**src/dma_pkg.sv**
```systemverilog
// shared constants and carrier types for the four-channel dma controller
package dma_pkg;
    // channel and peripheral counts
    localparam int NUM_CH = 4;
    localparam int NUM_PERIPH = 5;
    // per-channel register offsets, channel number sits in address bits 6:5
    localparam logic [4:0] OFF_SRC = 5'h00;
    localparam logic [4:0] OFF_DST = 5'h04;
    localparam logic [4:0] OFF_LEN = 5'h08;
    localparam logic [4:0] OFF_THR = 5'h0C;
    localparam logic [4:0] OFF_CTRL = 5'h10;
    localparam logic [4:0] OFF_IDX = 5'h14;
    localparam int CH_FIELD_LO = 5;
    localparam int GLOBAL_BIT = 7;
    // global register offsets
    localparam logic [7:0] OFF_MUX = 8'h80;
    localparam logic [7:0] OFF_STAT = 8'h84;
    localparam logic [7:0] OFF_SETFRZ = 8'h88;
    localparam logic [7:0] OFF_RELFRZ = 8'h8C;
    // freeze control bit in the set and release registers
    localparam int FREEZE_BIT = 4;
    // selector field width and reset value (reserved code, routes nothing)
    localparam int SEL_W = 4;
    localparam logic [7:0] MUX_RESET = 8'hFF;
    // item width codes and the widest byte shift
    localparam logic [1:0] WIDTH_8 = 2'h0;
    localparam logic [1:0] WIDTH_16 = 2'h1;
    localparam logic [1:0] WIDTH_32 = 2'h2;
    // top priority code
    localparam logic [2:0] PRIO_TOP = 3'h7;
    // channel control layout, run bit at bit 0
    typedef struct packed {
        logic [17:0] spare;
        logic fillLock;
        logic yield;
        logic [2:0] channelPriority;
        logic irqEnable;
        logic wraparoundEnable;
        logic edgeSense;
        logic requestTriggerSelect;
        logic destStepFlag;
        logic sourceStepFlag;
        logic [1:0] itemWidth;
        logic run;
    } ctrl_t;
    localparam logic [31:0] CTRL_RESET = 32'h0000_0000;
    // one memory bus beat as driven by the engine
    typedef struct packed {
        logic [31:0] addr;
        logic [31:0] wrData;
        logic [1:0] size;
        logic read;
        logic write;
    } mem_req_t;
    localparam logic [67:0] MEM_IDLE = 68'h0;
endpackage : dma_pkg

```
**src/dma_controller.sv**
```systemverilog
// four-channel dma controller: registers, request routing, arbiter and transfer engine
`timescale 1ns/1ps
module dma_controller (
    // clock and reset
    input wire logic sys_clk,
    input wire logic rst_n,
    // register port
    input wire logic [7:0] regAddr,
    input wire logic [31:0] regWrData,
    input wire logic regWrite,
    input wire logic regRead,
    output logic [31:0] regRdData,
    // memory bus master, read data valid the cycle after memRead
    output logic [31:0] memAddr,
    output logic [31:0] memWrData,
    output logic [1:0] memSize,
    output logic memRead,
    output logic memWrite,
    input wire logic [31:0] memRdData,
    // peripheral request and acknowledge, index 0 spi .. 4 adc
    input wire logic [4:0] perRxReq,
    input wire logic [4:0] perTxReq,
    output logic [4:0] perRxAck,
    output logic [4:0] perTxAck,
    // interrupt
    output logic irq
);
    // engine states
    typedef enum logic [1:0] {ST_IDLE, ST_READ, ST_WRITE, ST_END} state_t;

    // channel register storage
    logic [31:0] srcBase_reg [dma_pkg::NUM_CH];
    logic [31:0] dstBase_reg [dma_pkg::NUM_CH];
    logic [15:0] len_reg [dma_pkg::NUM_CH];
    logic [15:0] thr_reg [dma_pkg::NUM_CH];
    logic [15:0] idx_reg [dma_pkg::NUM_CH];
    dma_pkg::ctrl_t ctrl_reg [dma_pkg::NUM_CH];
    // global state
    logic [7:0] mux_reg;
    logic [3:0] intStat_reg;
    logic frozen_reg;
    logic [31:0] rdData_reg;
    // engine state
    state_t state_reg;
    logic [1:0] activeCh_reg;
    logic lockValid_reg;
    logic [1:0] lockCh_reg;
    dma_pkg::mem_req_t mem_reg;
    logic [31:0] data_reg;
    // handshake tracking
    logic [3:0] ackPulse_reg;
    logic [3:0] waitReady_reg;
    logic [3:0] edgePend_reg;
    logic [3:0] chReqPrev_reg;
    logic [4:0] rxAck_reg;
    logic [4:0] txAck_reg;
    logic irq_reg;
    // request synchronisers, first stage read only by second
    logic [4:0] rxMeta_reg;
    logic [4:0] rxSync_reg;
    logic [4:0] txMeta_reg;
    logic [4:0] txSync_reg;

    // register decode
    wire isGlobal = regAddr[dma_pkg::GLOBAL_BIT];
    wire [1:0] regCh = regAddr[dma_pkg::CH_FIELD_LO +: 2];
    wire [4:0] regOff = regAddr[4:0];
    wire chWr = regWrite && !isGlobal;
    wire ctrlWr = chWr && (regOff == dma_pkg::OFF_CTRL);
    wire [3:0] ctrlWrHit = ctrlWr ? (4'h1 << regCh) : 4'h0;
    wire muxWr = regWrite && (regAddr == dma_pkg::OFF_MUX);
    wire statWr = regWrite && (regAddr == dma_pkg::OFF_STAT);
    wire setFrzWr = regWrite && (regAddr == dma_pkg::OFF_SETFRZ) && regWrData[dma_pkg::FREEZE_BIT];
    wire relFrzWr = regWrite && (regAddr == dma_pkg::OFF_RELFRZ) && regWrData[dma_pkg::FREEZE_BIT];
    wire dma_pkg::ctrl_t wrCtrl = regWrData;

    // per-channel views of control fields
    logic [3:0] runVec;
    logic [3:0] trigVec;
    logic [3:0] irqEnVec;
    logic [3:0] chReq;
    logic [3:0] elig;
    logic [1:0] routeOk;

    // active channel fields and address generation
    wire dma_pkg::ctrl_t actCtrl = ctrl_reg[activeCh_reg];
    wire [15:0] actIdx = idx_reg[activeCh_reg];
    wire [1:0] actShift = (actCtrl.itemWidth > dma_pkg::WIDTH_32) ? dma_pkg::WIDTH_32 : actCtrl.itemWidth;
    wire [31:0] idxOffset = {16'h0000, actIdx} << actShift;
    wire [31:0] srcAddr = srcBase_reg[activeCh_reg] + (actCtrl.sourceStepFlag ? idxOffset : 32'h0);
    wire [31:0] dstAddr = dstBase_reg[activeCh_reg] + (actCtrl.destStepFlag ? idxOffset : 32'h0);
    wire finishNow = (actIdx == len_reg[activeCh_reg]);
    wire keepRun = actCtrl.requestTriggerSelect && actCtrl.wraparoundEnable;
    wire thrHit = (actIdx == thr_reg[activeCh_reg]);
    // locked channel may only proceed while it is eligible
    wire lockElig = elig[lockCh_reg];

    // request routing, eligibility and field views
    always_comb begin
        logic [3:0] sel0;
        logic [3:0] sel1;
        sel0 = mux_reg[3:0];
        sel1 = mux_reg[7:4];
        // lower selector wins on a clash
        routeOk[0] = sel0 < 4'(dma_pkg::NUM_PERIPH);
        routeOk[1] = (sel1 < 4'(dma_pkg::NUM_PERIPH)) && !(routeOk[0] && sel1 == sel0);
        // rx to x channel, tx to y channel
        chReq[0] = routeOk[0] && rxSync_reg[sel0[2:0]];
        chReq[1] = routeOk[0] && txSync_reg[sel0[2:0]];
        chReq[2] = routeOk[1] && rxSync_reg[sel1[2:0]];
        chReq[3] = routeOk[1] && txSync_reg[sel1[2:0]];
        for (int i = 0; i < dma_pkg::NUM_CH; i++) begin
            runVec[i] = ctrl_reg[i].run;
            trigVec[i] = ctrl_reg[i].requestTriggerSelect;
            irqEnVec[i] = ctrl_reg[i].irqEnable;
            // software trigger always ready; level; edge; stall
            if (!ctrl_reg[i].requestTriggerSelect) begin
                elig[i] = ctrl_reg[i].run && !frozen_reg;
            end else if (ctrl_reg[i].edgeSense) begin
                elig[i] = ctrl_reg[i].run && !frozen_reg && edgePend_reg[i];
            end else begin
                elig[i] = ctrl_reg[i].run && !frozen_reg && chReq[i] && !waitReady_reg[i];
            end
        end
        // a locked software copy keeps running through a freeze
        if (lockValid_reg && !ctrl_reg[lockCh_reg].requestTriggerSelect) begin
            elig[lockCh_reg] = ctrl_reg[lockCh_reg].run;
        end
    end

    // priority arbiter
    logic [1:0] pick;
    logic pickValid;
    always_comb begin
        logic [2:0] best;
        best = 3'h0;
        pick = 2'h0;
        pickValid = 1'b0;
        // strict greater keeps the lower channel on ties
        for (int i = 0; i < dma_pkg::NUM_CH; i++) begin
            if (elig[i] && (!pickValid || ctrl_reg[i].channelPriority > best)) begin
                pickValid = 1'b1;
                best = ctrl_reg[i].channelPriority;
                pick = 2'(i);
            end
        end
    end
    // a lock excludes every other channel; a software channel without yield locks
    wire [1:0] grantCh = lockValid_reg ? lockCh_reg : pick;
    wire grantNow = (state_reg == ST_IDLE) && (lockValid_reg ? lockElig : pickValid);

    // acknowledge demultiplexing back to the peripheral that owns each pair
    logic [4:0] rxAckNext;
    logic [4:0] txAckNext;
    always_comb begin
        rxAckNext = 5'h00;
        txAckNext = 5'h00;
        for (int p = 0; p < 2; p++) begin
            for (int k = 0; k < dma_pkg::NUM_PERIPH; k++) begin
                if (routeOk[p] && mux_reg[p*4 +: 4] == 4'(k)) begin
                    rxAckNext[k] = rxAckNext[k] | ackPulse_reg[2*p];
                    txAckNext[k] = txAckNext[k] | ackPulse_reg[2*p+1];
                end
            end
        end
    end

    // register read mux, unmapped offsets read zero
    logic [31:0] rdMux;
    always_comb begin
        rdMux = 32'h0;
        if (isGlobal) begin
            case (regAddr)
                dma_pkg::OFF_MUX: rdMux = {24'h0, mux_reg};
                dma_pkg::OFF_STAT: rdMux = {28'h0, intStat_reg};
                dma_pkg::OFF_SETFRZ: rdMux = 32'(frozen_reg) << dma_pkg::FREEZE_BIT;
                default: rdMux = 32'h0;
            endcase
        end else begin
            case (regOff)
                dma_pkg::OFF_SRC: rdMux = srcBase_reg[regCh];
                dma_pkg::OFF_DST: rdMux = dstBase_reg[regCh];
                dma_pkg::OFF_LEN: rdMux = {16'h0, len_reg[regCh]};
                dma_pkg::OFF_THR: rdMux = {16'h0, thr_reg[regCh]};
                dma_pkg::OFF_CTRL: rdMux = ctrl_reg[regCh];
                dma_pkg::OFF_IDX: rdMux = {16'h0, idx_reg[regCh]};
                default: rdMux = 32'h0;
            endcase
        end
    end

    // synchronisers and read data, data stands one cycle only
    always_ff @(posedge sys_clk or negedge rst_n) begin
        if (!rst_n) begin
            rxMeta_reg <= 5'h00;
            rxSync_reg <= 5'h00;
            txMeta_reg <= 5'h00;
            txSync_reg <= 5'h00;
            rdData_reg <= 32'h0;
        end else begin
            rxMeta_reg <= perRxReq;
            rxSync_reg <= rxMeta_reg;
            txMeta_reg <= perTxReq;
            txSync_reg <= txMeta_reg;
            rdData_reg <= regRead ? rdMux : 32'h0;
        end
    end

    // global registers; freeze set and release
    always_ff @(posedge sys_clk or negedge rst_n) begin
        if (!rst_n) begin
            mux_reg <= dma_pkg::MUX_RESET;
            frozen_reg <= 1'b0;
        end else begin
            if (muxWr) mux_reg <= regWrData[7:0];
            if (setFrzWr) frozen_reg <= 1'b1;
            else if (relFrzWr) frozen_reg <= 1'b0;
        end
    end

    // per-channel registers and handshake flags
    always_ff @(posedge sys_clk or negedge rst_n) begin
        if (!rst_n) begin
            for (int i = 0; i < dma_pkg::NUM_CH; i++) begin
                srcBase_reg[i] <= 32'h0;
                dstBase_reg[i] <= 32'h0;
                len_reg[i] <= 16'h0;
                thr_reg[i] <= 16'h0;
                idx_reg[i] <= 16'h0;
                ctrl_reg[i] <= dma_pkg::CTRL_RESET;
            end
            intStat_reg <= 4'h0;
            waitReady_reg <= 4'h0;
            edgePend_reg <= 4'h0;
            chReqPrev_reg <= 4'h0;
        end else begin
            chReqPrev_reg <= chReq;
            for (int i = 0; i < dma_pkg::NUM_CH; i++) begin
                // peripheral ready again once its request drops
                if (!chReq[i]) waitReady_reg[i] <= 1'b0;
                // rising request edge arms the channel until it is granted
                if (chReq[i] && !chReqPrev_reg[i]) edgePend_reg[i] <= 1'b1;
                else if (grantNow && grantCh == 2'(i)) edgePend_reg[i] <= 1'b0;
            end
            // software clear of sticky status, hardware set below wins
            if (statWr) intStat_reg <= intStat_reg & ~regWrData[3:0];
            // end of item bookkeeping
            if (state_reg == ST_END) begin
                if (thrHit) intStat_reg[activeCh_reg] <= 1'b1;
                if (actCtrl.requestTriggerSelect) waitReady_reg[activeCh_reg] <= 1'b1;
                // stop at length; wraparound_enable request channel wraps
                if (finishNow) begin
                    idx_reg[activeCh_reg] <= 16'h0;
                    if (!keepRun) ctrl_reg[activeCh_reg].run <= 1'b0;
                end else begin
                    idx_reg[activeCh_reg] <= actIdx + 16'h1;
                end
            end
            // software writes last so a set of run beats the hardware clear
            if (chWr) begin
                case (regOff)
                    dma_pkg::OFF_SRC: srcBase_reg[regCh] <= regWrData;
                    dma_pkg::OFF_DST: dstBase_reg[regCh] <= regWrData;
                    dma_pkg::OFF_LEN: len_reg[regCh] <= regWrData[15:0];
                    dma_pkg::OFF_THR: thr_reg[regCh] <= regWrData[15:0];
                    dma_pkg::OFF_CTRL: begin
                        ctrl_reg[regCh] <= wrCtrl;
                        // index cleared when the channel starts
                        if (wrCtrl.run && !ctrl_reg[regCh].run) idx_reg[regCh] <= 16'h0;
                    end
                    default: ;
                endcase
            end
        end
    end

    // transfer engine: read beat, write beat, end of cycle
    always_ff @(posedge sys_clk or negedge rst_n) begin
        if (!rst_n) begin
            state_reg <= ST_IDLE;
            activeCh_reg <= 2'h0;
            lockValid_reg <= 1'b0;
            lockCh_reg <= 2'h0;
            mem_reg <= dma_pkg::MEM_IDLE;
            ackPulse_reg <= 4'h0;
        end else begin
            ackPulse_reg <= 4'h0;
            mem_reg.read <= 1'b0;
            mem_reg.write <= 1'b0;
            case (state_reg)
                // a new cycle is granted whenever the start condition holds
                ST_IDLE: begin
                    if (grantNow) begin
                        activeCh_reg <= grantCh;
                        state_reg <= ST_READ;
                    end
                end
                // memory read beat at the source address, stepped only when sourceStepFlag is set
                ST_READ: begin
                    mem_reg.addr <= srcAddr;
                    // item width drives the bus size
                    mem_reg.size <= actShift;
                    mem_reg.read <= 1'b1;
                    state_reg <= ST_WRITE;
                end
                // read data arrives while the write beat is prepared
                ST_WRITE: begin
                    if (!mem_reg.read) begin
                        mem_reg.addr <= dstAddr;
                        mem_reg.wrData <= memRdData;
                        mem_reg.write <= 1'b1;
                        state_reg <= ST_END;
                    end
                end
                ST_END: begin
                    if (actCtrl.requestTriggerSelect) ackPulse_reg[activeCh_reg] <= 1'b1;
                    // software channel without yield holds; fill lock holds
                    lockValid_reg <= !(finishNow && !keepRun)
                        && (actCtrl.fillLock || (!actCtrl.requestTriggerSelect && !actCtrl.yield));
                    lockCh_reg <= activeCh_reg;
                    state_reg <= ST_IDLE;
                end
                default: state_reg <= ST_IDLE;
            endcase
            // a locked channel switched off by software releases the bus
            if (lockValid_reg && !ctrl_reg[lockCh_reg].run && state_reg == ST_IDLE) begin
                lockValid_reg <= 1'b0;
            end
        end
    end

    // acknowledge and interrupt outputs; status gated by enable
    always_ff @(posedge sys_clk or negedge rst_n) begin
        if (!rst_n) begin
            rxAck_reg <= 5'h00;
            txAck_reg <= 5'h00;
            irq_reg <= 1'b0;
        end else begin
            rxAck_reg <= rxAckNext;
            txAck_reg <= txAckNext;
            irq_reg <= |(intStat_reg & irqEnVec);
        end
    end

    // outputs straight from flip-flops
    assign regRdData = rdData_reg;
    assign memAddr = mem_reg.addr;
    assign memWrData = mem_reg.wrData;
    assign memSize = mem_reg.size;
    assign memRead = mem_reg.read;
    assign memWrite = mem_reg.write;
    assign perRxAck = rxAck_reg;
    assign perTxAck = txAck_reg;
    assign irq = irq_reg;
endmodule // dma_controller

```
**config.mk**
```make
export PLATFORM = sky130hd
export DESIGN_NAME = dma_controller
export DESIGN_NICKNAME = d
export VERILOG_FILES = /design/src/dma_pkg.sv /design/src/dma_controller.sv
export SDC_FILE = /design/constraint.sdc
export NUM_CORES = 2
export LEC_CHECK = 0
export ABC_CLOCK_PERIOD_IN_PS = 4700
export BUFFER_PORTS_ARGS = -buffer_cell sky130_fd_sc_hd__buf_2
export CELL_PAD_IN_SITES_DETAIL_PLACEMENT = 0
export CELL_PAD_IN_SITES_GLOBAL_PLACEMENT = 2
export CORE_MARGIN = 3
export CORE_UTILIZATION = 39
export CTS_CLUSTER_DIAMETER = 120
export DETAILED_ROUTE_END_ITERATION = 12
export GPL_TIMING_DRIVEN = 0
export PLACE_DENSITY = 0.84
export SYNTH_ARGS = -nofsm -noshare
export SYNTH_HDL_FRONTEND = slang
export SYNTH_SLANG_ARGS = --single-unit
```
**constraint.sdc**
```tcl
create_clock -name sys_clk -period 4.7 [get_ports sys_clk]
set_input_delay 0.47 -clock sys_clk [delete_from_list [all_inputs] [get_ports sys_clk]]
set_output_delay 0.47 -clock sys_clk [all_outputs]
set_load 0.02 [all_outputs]
```
* Word level (Yosys, flattened, before mapping)
Cells that the tools add are included.
Word-level totals: register bits after elaboration 743, input bits 86, output and inout port bits 111
Cells by class: add/sub/neg operators 3, $lt $le $gt $ge 17, eq/ne operators 28, shift-type cells 1, muxes and demuxes 158, bitwise logic cells 23, reductions and logical operators 109
Operators with widths (count):
- $mux 128 | 5
- $bwmux 128 | 4
- $mux 32 | 15
- $bmux 32 s2 | 7
- $mux 64 | 6
- $mux 16 | 14
- $bmux 16 s2 | 6
- $bwmux 64 | 3
- $pmux 32 s6 | 1
- $and 64x64->64 | 2
- $demux 32 s2 | 2
- $not 64->64 | 2
- $add 32x32->32 | 2
- $demux 16 s2 | 2
- $pmux 32 s2 | 1
- $logic_and 1x1->1 | 63
- $mux 1 | 61
- $eq 16x16->1 | 2
- $eq 8x8->1 const B | 4
- $mux 4 | 8
- $shl 16x2->32 | 1
- $mux 14 | 2
- $pmux 8 s3 | 1
- $logic_not 1->1 | 21
- 40 further kinds | 104

* Depth between registers and ports, before layout
word-level depth 29, depth in mapped cells 31

* Worst setup path before layout
No wires, ideal clock.
path kind reg-to-reg, start register mux_reg[1], end register edgePend_reg[2], library setup time 0.122 ns, arrival 4.987 ns, data required time 4.578 ns, setup slack -0.409 ns, cell stages (with the launch flop) 30, path buffers 2, clock period less this slack 5.109 ns, cells stage by stage dfstp_2 > buf_2 > buf_2 > a21oi_1 > o211ai_1 > a31o_2 > and2_1 > nand2_1 > ha_1 > nor2b_1 > o21a_1 > o21ai_0 > a21boi_2 > mux2_2 > ha_1 > nor2b_1 > o21a_1 > o21ai_0 > a211o_1 > nand2_1 > o21ai_0 > ha_1 > nor2b_1 > o21a_1 > o21ai_0 > a21oi_1 > o21a_1 > nand3b_1 > nand2b_1 > o2bb2ai_1
Between the ends: longest elaborated chain between the ends 26, elaborated cells on any way between the ends 63
Ends and longest elaborated chain:
- from (decl) | line dma_controller.sv:39 | logic [7:0] mux_reg;
- from (signal assigned) | line dma_controller.sv:212 | mux_reg <= dma_pkg::MUX_RESET;
- from (signal assigned) | line dma_controller.sv:215 | if (muxWr) mux_reg <= regWrData[7:0];
- $bmux 1 s3 | line dma_controller.sv:108 | chReq[0] = routeOk[0] && rxSync_reg[sel0[2:0]];
- $mux 1 (implied by the code) | line dma_controller.sv:108
- $logic_and 1x1->1 | line dma_controller.sv:108
- $logic_and 1x1->1 (2 in a row) | line dma_controller.sv:122 | elig[i] = ctrl_reg[i].run && !frozen_reg && chReq[i] && !waitReady_reg[i];
- $mux 1 | line dma_controller.sv:119 | end else if (ctrl_reg[i].edgeSense) begin
- $mux 1 | line dma_controller.sv:117 | if (!ctrl_reg[i].requestTriggerSelect) begin
- $bwmux 4 | line dma_controller.sv:127 | elig[lockCh_reg] = ctrl_reg[lockCh_reg].run;
- $mux 4 | line dma_controller.sv:126 | if (lockValid_reg && !ctrl_reg[lockCh_reg].requestTriggerSelect) begin
- (+9 left out)
- $gt 3x3->1 / $logic_not 1->1 (equally long branches) | line dma_controller.sv:141 | if (elig[i] && (!pickValid || ctrl_reg[i].channelPriority > best)) begin
- $logic_or 1x1->1 | line dma_controller.sv:141
- $logic_and 1x1->1 | line dma_controller.sv:141
- $mux 2 / $mux 1 (equally long branches) | line dma_controller.sv:141
- $mux 2 / $mux 1 (equally long branches) | line dma_controller.sv:149, dma_controller.sv:150
- $eq 2x2->1 / $logic_and 1x1->1 (equally long branches) | line dma_controller.sv:243, dma_controller.sv:150
- $logic_and 1x1->1 | line dma_controller.sv:243 | else if (grantNow && grantCh == 2'(i)) edgePend_reg[i] <= 1'b0;
- $reduce_bool 2->1 (no line)
- to (signal assigned) | line dma_controller.sv:234 | edgePend_reg <= 4'h0;
- to (signal, indexed assignment) | line dma_controller.sv:242 | if (chReq[i] && !chReqPrev_reg[i]) edgePend_reg[i] <= 1'b1;
- to (signal, indexed assignment) | line dma_controller.sv:243
- to (decl) | line dma_controller.sv:53 | logic [3:0] edgePend_reg;
Parallel ways exist; a longest one is shown, timed or not. The select of a mux whose other input is x is not followed. A chain may end at the register's enable or synchronous reset.

* Worst setup path in the final report
Ends and elaborated chain as after synthesis.

==> results.cfg <==
[setup_path]
reg2reg_depth = 28
reg2reg_slack_ns = -0.72
crit_path_end_kind = flip-flop
worstPathRequired_ns = 5.25
r2r_end = edgePend_reg[2]$_DFFE_PN0P_
reg2reg_from = mux_reg[1]$_DFFE_PN1P_
critPathKind = flip-flop to flip-flop
endpoint = edgePend_reg[2]$_DFFE_PN0P_
start_kind = flip-flop
arrival_ns = 5.97
critical_path.startpoint = mux_reg[1]$_DFFE_PN1P_
cpPeakStageDelay_ns = 0.48
crit_path_max_fanout = 7
crit_slowest_cell = or4bb_1

[flow_run]
cap_violations = 0

[grt]
grt_start_max_net_pins = 118
groute.usage.overall = 0.258
grt_antenna_before_repair = 7
overflow = 0
grt_pass1_wl_mm = 201
grt_pass1_vias = 28994

[drt]
routedWlPerCell_um = 27.8
vias = 29049
dr.pass1.iters = 5
vias_per_cell = 5.87
routed_wl_mm = 137
first_iter_violations = 2934
drc_errors = 0
antenna_left = 0

[cells_and_area]
fin_nets = 3654
final_common_cell = dfrtp_1
syn2layout_area_growth_pct = 19.0
final_cell_mix = 735 x dfrtp_1, 517 x mux2_2, 268 x nand2_1
fillers = 9061
layout-drive-gt1-share = 0.384
final_cells = 4946

[synth]
synth.avg_cell_area_sq_um = 12.6
synth_edf_count = 0
ys_ff_latch = 743
synth.distinct_cells = 75
ys_seq_area_frac = 0.470
synth-main-ff-cell = dfrtp_1
ys_warn_count = 0
synthCells = 3134
synthArstFlopShare = 1.00
syn_area_sq_um = 39600

[status]
violations = setup timing
status = finished, violations left

[cts]
clk_pin_slew_ns = 0.06
cts_tree = yes
clock_latency_ns = 0.66
cts_buffers = 85
htreeDepth = 3
cts.sink_count = 743
clock_path_buffers = 3
cts_root_buf = clkbuf_16

[sta]
fmax_mhz = 184
min_period_ns = 5.42
hold_slack_ns = 0.0366
fin_skew_ns = 0.0282
slew_violations = 0
relSlewSlack = 0.0954
rsz0062_at_grt = true
worst_pin_slew_ns = 1.36
post-route-period-util = 1.15
final-setup-viol-count = 6
hold_violations = 0
finalWorstSetupSlack_ns = -0.724

[floorplan]
num_rows = 116
die_y_um = 325
core_sq_um = 100000
start_util = 0.395
die-area_sq_um = 105000
die_w_um = 325
num_io_pins = 197

[placed_design]
numPlacedInstances = 4684
portBuffers = 184
dp_hpwl_mm = 100
gp_congestion = 0.913
pre_cts_ws_ns = -2.42

[hold_path]
hold_path.class = input pin to flip-flop

[power_and_ir_drop]
cellLeakagePower_nw = 21.5
power_density_nw_per_um2 = 491
vdd_drop_max_mv = 0.320
## per-layer routing
layer / vias to the layer above / wire length [um] / global-route usage / part of all wire
met5: - / 13 / 0 / 0.000095
met4: 2 / 5860 / 0.107 / 0.043
met3: 267 / 11100 / 0.0580 / 0.081
met2: 1188 / 64000 / 0.409 / 0.47
met1: 15231 / 56400 / 0.344 / 0.41
li1: 12361 / - / - / -
## cell type report
class / count / area, sq um / share of cell area
Inverter: 33 / 124 / 0.00263
Clock inverter: 34 / 512 / 0.0109
Tap cell: 1357 / 1700 / 0.0361
Clock buffer: 119 / 2400 / 0.0509
Buffer: 250 / 1360 / 0.0289
Sequential cell: 743 / 18600 / 0.395
Multi-Input combinational cell: 2106 / 20300 / 0.431
Antenna cell: 9 / 22.5 / 0.000478
Timing Repair Buffer: 295 / 2060 / 0.0437
## power by group
group / internal (mW) / switching, mW
Sequential: 7.21 / 0.540
Combinational: 3.22 / 5.13
Clock: 4.18 / 2.82
## worst min path at each step
stage	end	slack [ns]	cells after the start	from
3_3_place_gp	rxSync_reg[1]$_DFF_PN0_	0.33	0	rxMeta_reg[1]$_DFF_PN0_
2_1_floorplan	ackPulse_reg[0]$_DFF_PN0_	0.17	0	rst_n
3_5_place_dp	txSync_reg[2]$_DFF_PN0_	0.33	0	txMeta_reg[2]$_DFF_PN0_
5_1_grt	memWrData[7]$_DFFE_PN0P_	0.03	3	memRdData[7]
4_1_cts	memWrData[7]$_DFFE_PN0P_	0.001	3	memRdData[7]
6_report	memWrData[3]$_DFFE_PN0P_	0.04	3	memRdData[3]
## logic make-up (layout without fill, tap and decap cells)
logic type | count (synthesis) | count (layout) | share of synthesized area
xor gates and xnor gates | 94 | 94 | 0.0208
and+or+nand+nor | 669 | 669 | 0.0759
other | 1 | 11 | 0.0000948
muxes | 842 | 842 | 0.313
buffers and inverters | 286 | 731 | 0.0308
DFF | 743 | 743 | 0.470
AOI/OAI and AO/OA | 445 | 445 | 0.0723
adders and majority gates | 54 | 54 | 0.0175
## cells in the mapped netlist, types with 6 or more instances
library cell	number	area [sq um]
buf_4	6	45.0
nor2_1	211	792
and3_1	13	81.3
o21ai_0	74	370
a31oi_1	14	87.6
nand3b_1	10	75.1
or3_1	8	50.1
or2_2	6	37.5
nor4_1	9	56.3
buf_1	32	120
dfrtp_1	735	18400
nor2b_1	24	150
mux4_2	263	5920
nand2_1	271	1020
buf_2	56	280
a21o_1	20	150
nand3_1	28	140
mux2_2	519	5840
dfstp_2	8	210
nor3_1	15	75.1
xor2_1	39	342
a21oi_1	122	611
xnor2_1	55	482
o21ai_1	6	30.0
clkbuf_1	152	571
buf_6	7	78.8
ha_1	52	651
nand4_1	12	75.1
a22oi_1	72	541
nand2b_1	23	144
o21a_1	12	90.1
inv_1	31	116
o31ai_1	9	67.6
a211oi_1	9	67.6
o21bai_1	11	82.6
and2_1	15	93.8
o211ai_1	11	82.6
a21boi_0	6	45.0
o22ai_1	33	206
mux2i_1	60	601
a221oi_1	7	61.3
## through the flow
| stage | util | cell area, sq um | setup TNS (ns) | power, mW |
|---|---|---|---|---|
| final | 0.469 | 47100 | -3.73 | 23.1 |
| after global routing | 0.469 | 47100 | -5.60 | 24.1 |
| after CTS | 0.465 | 46600 | -4.02 | 22.9 |
| after detailed placement | 0.424 | 42500 | -65.34 | 15.4 |
| after global placement | 0.421 | 42300 | -9741.07 | 15.3 |
| after floorplan | - | 39600 | -0.384 | 12.6 |
## timing repair
action                     in CTS  in global routing
setup buffers                  47                 21
hold buffers                   36                  0
pin swaps                      24                 42
resized for setup             114                 82
hold endpoints to repair       87                  0
setup endpoints to repair      38                 22
## critical path: cells and delay by family (launching register included)
| kind | cells | cell delay (ns) |
|---|---|---|
| simple gates | 9 | 1.55 |
| flops | 1 | 0.37 |
| mux | 1 | 0.35 |
| fa+ha+maj | 3 | 0.75 |
| compound gates | 14 | 2.16 |
| buf+inv | 1 | 0.12 |
Note: power is estimated with default switching activity, not from simulation.
